## src/hdl/uim_map.svh

```systemverilog
// register offsets, field positions, reset values and bus codes
`ifndef UIM_MAP_SVH
`define UIM_MAP_SVH

// ----------------------------------------------------------------
// register byte offsets
// ----------------------------------------------------------------
`define UIM_OFF_MASK   8'h38
`define UIM_OFF_RAW    8'h3C
`define UIM_OFF_MASKED 8'h40
`define UIM_OFF_CLEAR  8'h44

// ----------------------------------------------------------------
// source bit positions, shared by all four registers
// ----------------------------------------------------------------
`define UIM_BIT_MODEM_CTS     1
`define UIM_BIT_RX            4
`define UIM_BIT_TX            5
`define UIM_BIT_RX_TIMEOUT    6
`define UIM_BIT_FRAMING_ERR   7
`define UIM_BIT_PARITY_ERR    8
`define UIM_BIT_BREAK_ERR     9
`define UIM_BIT_OVERRUN_ERR   10
`define UIM_BIT_FLOW_STOP     11
`define UIM_BIT_TX_FIFO_EMPTY 12

// ----------------------------------------------------------------
// implemented bits, reset values, bus responses
// ----------------------------------------------------------------
`define UIM_IMPL_BITS 32'h0000_1FF2
`define UIM_RST_VAL   32'h0000_0000
`define UIM_RESP_OKAY   2'h0
`define UIM_RESP_SLVERR 2'h2

`endif

```

## src/hdl/uim_pkg.sv

```systemverilog
// types shared by the interrupt mask and status block
package uim_pkg;

  // ----------------------------------------------------------------
  // bus slave state machines
  // ----------------------------------------------------------------
  typedef enum logic [0:0] {
    UIM_WR_IDLE = 1'b0,  // collecting address and data
    UIM_WR_RESP = 1'b1   // write response offered
  } uim_wr_st_t;

  typedef enum logic [1:0] {
    UIM_RD_IDLE  = 2'b00,  // waiting for a read address
    UIM_RD_FETCH = 2'b01,  // register file sampled
    UIM_RD_RESP  = 2'b10   // read data offered
  } uim_rd_st_t;

  // ----------------------------------------------------------------
  // core register state
  // ----------------------------------------------------------------
  typedef struct packed {
    logic [31:0] mask;  // enable per source
    logic [31:0] raw;   // sticky pending flags
    logic        irq;   // interrupt output flop
  } uim_core_t;

endpackage : uim_pkg

```

## src/hdl/uim_axil_slave.sv

```systemverilog
// axi4-lite slave front end turning bus transfers into strobes
`include "uim_map.svh"

module uim_axil_slave #(
  parameter int ADDR_W = 8
) (
  // clock and reset
  input  wire logic              clk,
  input  wire logic              sys_rst,
  // write address and data channels
  input  wire logic [ADDR_W-1:0] s_axi_awaddr,
  input  wire logic              s_axi_awvalid,
  output logic                   s_axi_awready,
  input  wire logic [31:0]       s_axi_wdata,
  input  wire logic [3:0]        s_axi_wstrb,
  input  wire logic              s_axi_wvalid,
  output logic                   s_axi_wready,
  // write response channel
  output logic [1:0]             s_axi_bresp,
  output logic                   s_axi_bvalid,
  input  wire logic              s_axi_bready,
  // read channels
  input  wire logic [ADDR_W-1:0] s_axi_araddr,
  input  wire logic              s_axi_arvalid,
  output logic                   s_axi_arready,
  output logic [31:0]            s_axi_rdata,
  output logic [1:0]             s_axi_rresp,
  output logic                   s_axi_rvalid,
  input  wire logic              s_axi_rready,
  // register file side
  output logic                   wrStrobe,
  output logic [ADDR_W-1:0]      wrAddr,
  output logic [31:0]            wrData,
  output logic [3:0]             wrByteEn,
  input  wire logic              wrOk,
  output logic                   rdStrobe,
  output logic [ADDR_W-1:0]      rdAddr,
  input  wire logic [31:0]       rdData,
  input  wire logic              rdOk
);

  // ----------------------------------------------------------------
  // slave state
  // ----------------------------------------------------------------
  typedef struct packed {
    uim_pkg::uim_wr_st_t wrSt;
    logic                awHeld;   // write address taken
    logic                wHeld;    // write data taken
    logic [ADDR_W-1:0]   wAddr;
    logic [31:0]         wData;
    logic [3:0]          wStrb;
    logic                awReady;
    logic                wReady;
    logic                bValid;
    logic [1:0]          bResp;
    uim_pkg::uim_rd_st_t rdSt;
    logic [ADDR_W-1:0]   rAddr;
    logic                arReady;
    logic                rValid;
    logic [31:0]         rData;
    logic [1:0]          rResp;
  } uim_slv_t;

  uim_slv_t slv_reg;   // registered state
  uim_slv_t slv_next;  // next state

  // next-state logic for both channels
  always_comb begin
    slv_next = slv_reg;
    // write side: address and data in either order
    if (slv_reg.wrSt == uim_pkg::UIM_WR_IDLE) begin
      if (s_axi_awvalid && slv_reg.awReady) begin
        slv_next.awHeld = 1'b1;
        slv_next.wAddr  = s_axi_awaddr;
      end
      if (s_axi_wvalid && slv_reg.wReady) begin
        slv_next.wHeld = 1'b1;
        slv_next.wData = s_axi_wdata;
        slv_next.wStrb = s_axi_wstrb;
      end
      // both held: register file acts now, response next
      if (slv_reg.awHeld && slv_reg.wHeld) begin
        slv_next.wrSt   = uim_pkg::UIM_WR_RESP;
        slv_next.bValid = 1'b1;
        slv_next.bResp  = wrOk ? `UIM_RESP_OKAY : `UIM_RESP_SLVERR;
      end
    end else if (s_axi_bready) begin
      slv_next.wrSt   = uim_pkg::UIM_WR_IDLE;
      slv_next.bValid = 1'b0;
      slv_next.awHeld = 1'b0;
      slv_next.wHeld  = 1'b0;
    end
    slv_next.awReady = (slv_next.wrSt == uim_pkg::UIM_WR_IDLE) &&
                       !slv_next.awHeld;
    slv_next.wReady  = (slv_next.wrSt == uim_pkg::UIM_WR_IDLE) &&
                       !slv_next.wHeld;
    // read side
    case (slv_reg.rdSt)
      uim_pkg::UIM_RD_IDLE: begin
        if (s_axi_arvalid && slv_reg.arReady) begin
          slv_next.rAddr = s_axi_araddr;
          slv_next.rdSt  = uim_pkg::UIM_RD_FETCH;
        end
      end
      uim_pkg::UIM_RD_FETCH: begin
        slv_next.rData  = rdData;
        slv_next.rResp  = rdOk ? `UIM_RESP_OKAY : `UIM_RESP_SLVERR;
        slv_next.rValid = 1'b1;
        slv_next.rdSt   = uim_pkg::UIM_RD_RESP;
      end
      uim_pkg::UIM_RD_RESP: begin
        if (s_axi_rready) begin
          slv_next.rValid = 1'b0;
          slv_next.rdSt   = uim_pkg::UIM_RD_IDLE;
        end
      end
      default: begin
        slv_next.rdSt = uim_pkg::UIM_RD_IDLE;
      end
    endcase
    slv_next.arReady = (slv_next.rdSt == uim_pkg::UIM_RD_IDLE);
  end

  // state register
  always_ff @(posedge clk) begin
    if (sys_rst) begin
      slv_reg <= '0;
    end else begin
      slv_reg <= slv_next;
    end
  end

  // ----------------------------------------------------------------
  // outputs
  // ----------------------------------------------------------------
  assign s_axi_awready = slv_reg.awReady;
  assign s_axi_wready  = slv_reg.wReady;
  assign s_axi_bvalid  = slv_reg.bValid;
  assign s_axi_bresp   = slv_reg.bResp;
  assign s_axi_arready = slv_reg.arReady;
  assign s_axi_rvalid  = slv_reg.rValid;
  assign s_axi_rdata   = slv_reg.rData;
  assign s_axi_rresp   = slv_reg.rResp;
  assign wrStrobe = (slv_reg.wrSt == uim_pkg::UIM_WR_IDLE) &&
                    slv_reg.awHeld && slv_reg.wHeld;
  assign wrAddr   = slv_reg.wAddr;
  assign wrData   = slv_reg.wData;
  assign wrByteEn = slv_reg.wStrb;
  assign rdStrobe = (slv_reg.rdSt == uim_pkg::UIM_RD_FETCH);
  assign rdAddr   = slv_reg.rAddr;

endmodule : uim_axil_slave

```

## src/hdl/uim_top.sv

```systemverilog
// uart interrupt mask, raw status and masked status block
//
// Operation
// - mask bit 1 enables, 0 disables source
// - mask register reads back stored enables
// - sources at bits 1 and 4 to 12
// - mask resets to zero, reserved bits zero
// - raw status readable at 0x3C, ignores mask
// - raw bit reads 1 while pending
// - raw bits share mask bit positions
// - raw status resets zero, writes ignored
// - masked status at 0x40, cts at bit 1
// - masked status covers bits 1 and 4 to 12
// - clear register at 0x44, 1 clears
`include "uim_map.svh"

module uim_top #(
  parameter int ADDR_W = 8
) (
  // clock and reset
  input  wire logic              clk,
  input  wire logic              sys_rst,

  // axi4-lite write address and data
  input  wire logic [ADDR_W-1:0] s_axi_awaddr,
  input  wire logic              s_axi_awvalid,
  output logic                   s_axi_awready,
  input  wire logic [31:0]       s_axi_wdata,
  input  wire logic [3:0]        s_axi_wstrb,
  input  wire logic              s_axi_wvalid,
  output logic                   s_axi_wready,

  // axi4-lite write response
  output logic [1:0]             s_axi_bresp,
  output logic                   s_axi_bvalid,
  input  wire logic              s_axi_bready,

  // axi4-lite read
  input  wire logic [ADDR_W-1:0] s_axi_araddr,
  input  wire logic              s_axi_arvalid,
  output logic                   s_axi_arready,
  output logic [31:0]            s_axi_rdata,
  output logic [1:0]             s_axi_rresp,
  output logic                   s_axi_rvalid,
  input  wire logic              s_axi_rready,

  // source events, one cycle or level, high when detected
  input  wire logic              modemCtsEvt,
  input  wire logic              rxEvt,
  input  wire logic              txEvt,
  input  wire logic              rxTimeoutEvt,
  input  wire logic              framingErrEvt,
  input  wire logic              parityErrEvt,
  input  wire logic              breakErrEvt,
  input  wire logic              overrunErrEvt,
  input  wire logic              flowStopEvt,
  input  wire logic              txFifoEmptyEvt,

  // interrupt request
  output logic                   uartIrq
);

  // ----------------------------------------------------------------
  // helper functions
  // ----------------------------------------------------------------

  // address compare against a byte offset
  function automatic logic regHit(input logic [ADDR_W-1:0] a,
                                  input logic [7:0]        off);
    regHit = (a == ADDR_W'(off));
  endfunction : regHit

  // expand four byte enables into a 32-bit lane mask
  function automatic logic [31:0] laneMask(input logic [3:0] be);
    laneMask = {{8{be[3]}}, {8{be[2]}}, {8{be[1]}}, {8{be[0]}}};
  endfunction : laneMask

  // ----------------------------------------------------------------
  // bus front end wiring
  // ----------------------------------------------------------------
  logic              wrStrobe;   // one-cycle write action
  logic [ADDR_W-1:0] wrAddr;     // write byte address
  logic [31:0]       wrData;     // write data
  logic [3:0]        wrByteEn;   // write byte enables
  logic              wrOk;       // write address mapped
  logic              rdStrobe;   // one-cycle read sample
  logic [ADDR_W-1:0] rdAddr;     // read byte address
  logic [31:0]       rdData;     // read data to the slave
  logic              rdOk;       // read address mapped

  // axi4-lite slave
  uim_axil_slave #(
    .ADDR_W (ADDR_W)
  ) u_slave (
    .clk           (clk),
    .sys_rst       (sys_rst),
    .s_axi_awaddr  (s_axi_awaddr),
    .s_axi_awvalid (s_axi_awvalid),
    .s_axi_awready (s_axi_awready),
    .s_axi_wdata   (s_axi_wdata),
    .s_axi_wstrb   (s_axi_wstrb),
    .s_axi_wvalid  (s_axi_wvalid),
    .s_axi_wready  (s_axi_wready),
    .s_axi_bresp   (s_axi_bresp),
    .s_axi_bvalid  (s_axi_bvalid),
    .s_axi_bready  (s_axi_bready),
    .s_axi_araddr  (s_axi_araddr),
    .s_axi_arvalid (s_axi_arvalid),
    .s_axi_arready (s_axi_arready),
    .s_axi_rdata   (s_axi_rdata),
    .s_axi_rresp   (s_axi_rresp),
    .s_axi_rvalid  (s_axi_rvalid),
    .s_axi_rready  (s_axi_rready),
    .wrStrobe      (wrStrobe),
    .wrAddr        (wrAddr),
    .wrData        (wrData),
    .wrByteEn      (wrByteEn),
    .wrOk          (wrOk),
    .rdStrobe      (rdStrobe),
    .rdAddr        (rdAddr),
    .rdData        (rdData),
    .rdOk          (rdOk)
  );

  // ----------------------------------------------------------------
  // event vector
  // ----------------------------------------------------------------
  logic [31:0] evtVec;  // events at their register positions

  // place each source at its shared bit position
  always_comb begin
    // reserved stay zero
    evtVec = `UIM_RST_VAL;
    evtVec[`UIM_BIT_MODEM_CTS]     = modemCtsEvt;
    evtVec[`UIM_BIT_RX]            = rxEvt;
    evtVec[`UIM_BIT_TX]            = txEvt;
    evtVec[`UIM_BIT_RX_TIMEOUT]    = rxTimeoutEvt;
    evtVec[`UIM_BIT_FRAMING_ERR]   = framingErrEvt;
    evtVec[`UIM_BIT_PARITY_ERR]    = parityErrEvt;
    evtVec[`UIM_BIT_BREAK_ERR]     = breakErrEvt;
    evtVec[`UIM_BIT_OVERRUN_ERR]   = overrunErrEvt;
    evtVec[`UIM_BIT_FLOW_STOP]     = flowStopEvt;
    evtVec[`UIM_BIT_TX_FIFO_EMPTY] = txFifoEmptyEvt;
  end

  // ----------------------------------------------------------------
  // core state
  // ----------------------------------------------------------------
  uim_pkg::uim_core_t core_reg;   // registered state
  uim_pkg::uim_core_t core_next;  // next state

  logic [31:0] maskedVal;  // raw gated by mask
  logic [31:0] clrVec;     // bits cleared this cycle
  logic        hitMask;    // write hits the mask register
  logic        hitClear;   // write hits the clear register
  logic        rdRawClr;   // read of raw status clears it

  // masked view, reserved bits stay zero
  assign maskedVal = core_reg.raw & core_reg.mask;

  // write decode and raw status read decode
  assign hitMask  = wrStrobe && regHit(wrAddr, `UIM_OFF_MASK);
  assign hitClear = wrStrobe && regHit(wrAddr, `UIM_OFF_CLEAR);
  assign rdRawClr = rdStrobe && regHit(rdAddr, `UIM_OFF_RAW);

  // next-state logic
  always_comb begin
    // hold by default
    core_next = core_reg;
    clrVec    = `UIM_RST_VAL;
    // mask: only addressed byte lanes, only implemented bits
    if (hitMask) begin
      core_next.mask = (core_reg.mask & ~laneMask(wrByteEn)) |
                       (wrData & laneMask(wrByteEn) &
                        `UIM_IMPL_BITS);
    end
    // clear register: a one clears, a zero leaves alone
    if (hitClear) begin
      clrVec = wrData & laneMask(wrByteEn);
    end
    // reading raw status clears what it returned
    if (rdRawClr) begin
      clrVec = clrVec | core_reg.raw;
    end
    // writes to the raw or masked status change nothing
    // set wins over clear, mask plays no part
    core_next.raw = ((core_reg.raw & ~clrVec) | evtVec) &
                    `UIM_IMPL_BITS;
    // irq built from the next raw and mask, so it matches their flops
    core_next.irq = |(core_next.raw & core_next.mask);
  end

  // state register
  always_ff @(posedge clk) begin
    if (sys_rst) begin
      core_reg <= '0;
    end else begin
      // normal update
      core_reg <= core_next;
    end
  end

  // ----------------------------------------------------------------
  // read and write decode for the slave
  // ----------------------------------------------------------------

  // read mux, unmapped answers zero with an error
  always_comb begin
    // zero data by default
    rdData = `UIM_RST_VAL;
    rdOk   = 1'b1;
    if (regHit(rdAddr, `UIM_OFF_MASK)) begin
      rdData = core_reg.mask;
    end else if (regHit(rdAddr, `UIM_OFF_RAW)) begin
      rdData = core_reg.raw;
    end else if (regHit(rdAddr, `UIM_OFF_MASKED)) begin
      rdData = maskedVal;
    end else if (regHit(rdAddr, `UIM_OFF_CLEAR)) begin
      rdData = `UIM_RST_VAL;  // write-only, reads zero
    end else begin
      rdOk = 1'b0;
    end
  end

  // writes to any of the four registers are accepted
  assign wrOk = regHit(wrAddr, `UIM_OFF_MASK) ||
                regHit(wrAddr, `UIM_OFF_RAW) ||
                regHit(wrAddr, `UIM_OFF_MASKED) ||
                regHit(wrAddr, `UIM_OFF_CLEAR);

  // interrupt output from its flop
  assign uartIrq = core_reg.irq;
endmodule : uim_top

```

## config.mk

```make
export PLATFORM = sky130hd
export DESIGN_NAME = uim_top
export DESIGN_NICKNAME = d
export VERILOG_FILES = /design/src/hdl/uim_pkg.sv /design/src/hdl/uim_axil_slave.sv /design/src/hdl/uim_top.sv
export VERILOG_INCLUDE_DIRS = /design/src /design/src/hdl
export SDC_FILE = /design/constraint.sdc
export NUM_CORES = 1
export LEC_CHECK = 0
export ABC_AREA = 1
export CORE_ASPECT_RATIO = 0.75
export CORE_MARGIN = 2
export CORE_UTILIZATION = 30
export CTS_CLUSTER_DIAMETER = 200
export DETAILED_ROUTE_END_ITERATION = 12
export DONT_BUFFER_PORTS = 1
export PLACE_DENSITY_LB_ADDON = 0.25
export SYNTH_ARGS = -nofsm -noshare
export SYNTH_HDL_FRONTEND = slang
export SYNTH_SLANG_ARGS = --single-unit
```

## constraint.sdc

```tcl
create_clock -name clk -period 1.3 [get_ports clk]
set_input_delay 0 -clock clk [delete_from_list [all_inputs] [get_ports clk]]
set_output_delay 0 -clock clk [all_outputs]
set_load 0.02 [all_outputs]
```

==> results.py <==
metrics = {
    "run_status": {
        "run_status": "finished with violations",
        "violations_in_the_final_reports": "setup timing",
    },
    "pwr": {
        "worst_ir_drop_vdd_mv": 0.6805,
        "power_per_cell_area_nw_per_um2": 1233,
        "cellLeakagePower_nw": 3.629,
        "total_power_mw": 9.512,
    },
    "floorplan": {
        "die_height_microns": 115.7,
        "die_area_sq_um": 17710,
        "floorplan.core_area_sq_um": 16170,
        "initial_core_util_pct": 30.90,
        "die_boundary_width_microns": 153.0,
        "io-pin-count": 111,
        "std_cell_rows": 40,
    },
    "setup_path": {
        "criticalPathCategory": "reg2reg",
        "setup.worst_path.start": "u_slave.wrAddr[3]",
        "delay_contributed_by_the_slowest_stage_of_the_critical_path_ns": 0.32,
        "start_kind": "flip-flop",
        "cpLargestDelayFamily": "simple AND/OR/NAND/NOR gates",
        "reg2reg_setup_slack_ns": -0.34,
        "crit_chain": "inv_2 -> nand2_2 -> nor2_4 -> nand2_4 -> nor2_4 -> nand2_2 -> nand2_2 -> nand2_2 -> nand2_1 -> nand2_1 -> nor2_1 -> nand3_1 -> nand2_1 -> inv_1",
        "regToRegEndpoint": "uartIrq",
        "cp_data_required_time_ns": 1.61,
        "timing.critical_path.depth": 14,
        "critPathCaptureType": "flip-flop",
        "worstPathArrival_ns": 1.95,
        "most_numerous_cell_on_the_critical_path": "sky130_fd_sc_hd__nand2_2",
        "cp-endpoint": "uartIrq",
        "crit-reg2reg-launch": "u_slave.wrAddr[3]",
        "timing.critical_path.fanout_max": 8,
        "r2r_cells": 14,
        "critical-path-slowest-cell": "sky130_fd_sc_hd__dfxtp_2",
        "critical_path_buf_inv_count": 2,
    },
    "synthesis": {
        "synth_top_cell_area_share_pct": 46.89,
        "synth_warnings": 0,
        "avgSynthCellArea_sq_um": 7.324,
        "synth_area_sq_um": 4995,
        "register_area_share_after_synthesis_pct": 46.89,
        "synth_top_cell_by_area": "sky130_fd_sc_hd__dfxtp_1",
        "syn-instance-count": 682,
        "post_synth_main_area_contributors": "sky130_fd_sc_hd__dfxtp_1 47%, sky130_fd_sc_hd__nand2_1 10%, sky130_fd_sc_hd__o21ai_0 7.0%",
        "yosys_register_bits": 117,
        "synthDistinctLibCells": 29,
    },
    "cts": {
        "htree_num_levels": 4,
        "tritoncts": "yes",
        "clock_latency_ns": 0.41,
        "cts.reportedPaths.clkPinSlew_ns": 0.06,
        "cts-root-buf": "sky130_fd_sc_hd__clkbuf_16",
        "clock-sinks": 117,
        "clock_tree_buffer_depth": 2,
        "tritoncts.num_buffers": 17,
    },
    "job": {
        "maxCapViolations": 0,
    },
    "global_routing": {
        "grt_max_degree": 69,
        "grt-ovfl-total": 0,
        "antenna_found_initial": 0,
        "track_usage_pct": 17.46,
        "vias_in_the_first_global_route": 4634,
        "global_route_wire_length_before_repair_mm": 23.89,
    },
    "sta": {
        "final_min_period_over_clock_period_pct": 125.8,
        "skew_ns": 0.01057,
        "final_period_minus_worst_setup_slack_ns": 1.636,
        "fmax_mhz": 611.3,
        "worst_slack_ns": -0.3360,
        "report.final.setup_viol": 71,
        "maxSlewViolCount": 0,
        "finalHoldViolations": 0,
        "grt_setup_unrepaired": "yes",
    },
    "final_layout": {
        "multiInputGateArea_sq_um": 2486,
        "post-route-util_pct": 47.72,
        "final-seq-area_sq_um": 2362,
        "post_route_cells_drive_above_1_share_pct": 37.32,
        "antenna_cells": 0,
        "largest_reg_flops": 42,
        "fin_area_sq_um": 7714,
        "nFillCells": 1524,
        "synthToLayoutAreaGrowth_pct": 54.43,
        "finalNetCount": 869,
    },
    "place": {
        "dp.final_hpwl_mm": 9.320,
        "placement.cell_area_sq_um": 5519,
        "port-buffer-count": 0,
        "gpl.final_weighted_congestion": 0.8356,
    },
    "route": {
        "detail_route.iter0.violations": 220,
        "post_dr_vias_cell": 4.618,
        "remaining_drc_errors": 0,
        "routed_wl_mm": 15.52,
        "avgRoutedWirePerCell_microns": 15.18,
        "drt-pass1-iter-count": 4,
        "antenna_violating_nets_post_route": 0,
        "detailroute.via_count": 4720,
    },
    "hold_path": {
        "hp-start": "flowStopEvt",
        "min_path_type": "in2reg",
    },
}
cell type report:
type	count	area share, %
Timing Repair Buffer	164	21.91
Inverter	87	4.363
Clock inverter	10	1.379
Sequential cell	117	30.62
Clock buffer	21	5.969
Timing Repair inverter	1	0.1135
Multi-Input combinational cell	412	32.23
Tap cell	210	3.406
power breakdown:
part           switching, mW  leakage [nW]  total (mW)  internal, mW
combinational          0.543          2.39        1.07         0.527
sequential             0.170         0.961        3.93          3.76
clock                   1.62         0.282        4.51          2.89
how the worst min path moves through the flow:
stage | end | slack (ns) | depth (start not counted)
after floorplan | u_slave.s_axi_rvalid | 0.1 | 1
after global placement | u_slave.slv_reg[97] | 0.08 | 1
after detailed placement | u_slave.s_axi_bvalid | 0.08 | 1
after CTS | u_slave.slv_reg[95] | -0.38 | 1
after global routing | uartIrq | 0.05 | 5
final | uartIrq | 0.01 | 8
cell usage after synthesis, drive strengths merged:
master  count
nand2     149
dfxtp     117
inv        86
o21ai      72
nor2       62
a21oi      49
buf        47
nand3      45
clkbuf     21
nand4      12
a41oi       9
nor3        5
a31oi       2
a211oi      1
clkinv      1
conb        1
nor4        1
o211ai      1
o21bai      1
routing by layer:
metal	global-route usage, %	wire length, microns
met3	4.637	716
met5	0	0
met4	6.481	207
met2	26.67	6755
met1	23.89	7836
logic make-up after synthesis:
logic type,synth area share [%]
buf+inv,14.83
simple gates,23.80
flops,46.89
other cells,0.07508
compound gates,14.40
per-stage QoR:
stage	std cells	TNS, ns	setup slack, ns	hold WS, ns
2_1_floorplan	683	-0.08205	-0.08205	0.09924
3_3_place_gp	903	-12.59	-0.3671	0.07790
3_5_place_dp	903	-13.80	-0.3914	0.08026
4_1_cts	999	-4.849	-0.2842	-0.3752
5_1_grt	1022	-13.59	-0.4531	0.04501
6_report	1022	-7.998	-0.3360	0.01331
layout by cell type (no fill, tap or decap), types with 5 or more instances in the layout:
master	n
sky130_fd_sc_hd__dfxtp_1	101
sky130_fd_sc_hd__nand2_1	83
sky130_fd_sc_hd__buf_4	74
sky130_fd_sc_hd__inv_1	66
sky130_fd_sc_hd__o21ai_0	59
sky130_fd_sc_hd__nor2_1	54
sky130_fd_sc_hd__dlygate4sd3_1	53
sky130_fd_sc_hd__nand2_2	46
sky130_fd_sc_hd__nand3_1	38
sky130_fd_sc_hd__a21oi_2	26
sky130_fd_sc_hd__a21oi_1	23
sky130_fd_sc_hd__buf_6	21
sky130_fd_sc_hd__nand2_4	19
sky130_fd_sc_hd__clkbuf_16	19
sky130_fd_sc_hd__inv_2	18
sky130_fd_sc_hd__dfxtp_2	16
sky130_fd_sc_hd__nand4_1	12
sky130_fd_sc_hd__o21ai_1	10
sky130_fd_sc_hd__a41oi_2	9
sky130_fd_sc_hd__buf_12	9
sky130_fd_sc_hd__nor2_4	7
sky130_fd_sc_hd__clkinv_2	6
sky130_fd_sc_hd__nand3_2	5
sky130_fd_sc_hd__buf_16	5
timing repair:
item / in CTS / in global routing
setup endpoints to repair: 71 / 92
hold buffers: 41 / 14
buffers inserted: 16 / 10
resized for setup: 127 / 81
endpoints found under the hold margin: 73 / 47
cloned: 8 / 2
pin swaps: 40 / 29
worst reg2reg max path: stages, from the launching register on:
cell	delay [ns]
sky130_fd_sc_hd__dfxtp_2	0.32
sky130_fd_sc_hd__inv_2	0.07
sky130_fd_sc_hd__nand2_2	0.07
sky130_fd_sc_hd__nor2_4	0.14
sky130_fd_sc_hd__nand2_4	0.07
sky130_fd_sc_hd__nor2_4	0.23
sky130_fd_sc_hd__nand2_2	0.11
sky130_fd_sc_hd__nand2_2	0.11
sky130_fd_sc_hd__nand2_2	0.05
sky130_fd_sc_hd__nand2_1	0.05
sky130_fd_sc_hd__nand2_1	0.04
sky130_fd_sc_hd__nor2_1	0.09
sky130_fd_sc_hd__nand3_1	0.08
sky130_fd_sc_hd__nand2_1	0.06
sky130_fd_sc_hd__inv_1	0.03
Note: power is estimated with default switching activity, not from simulation.
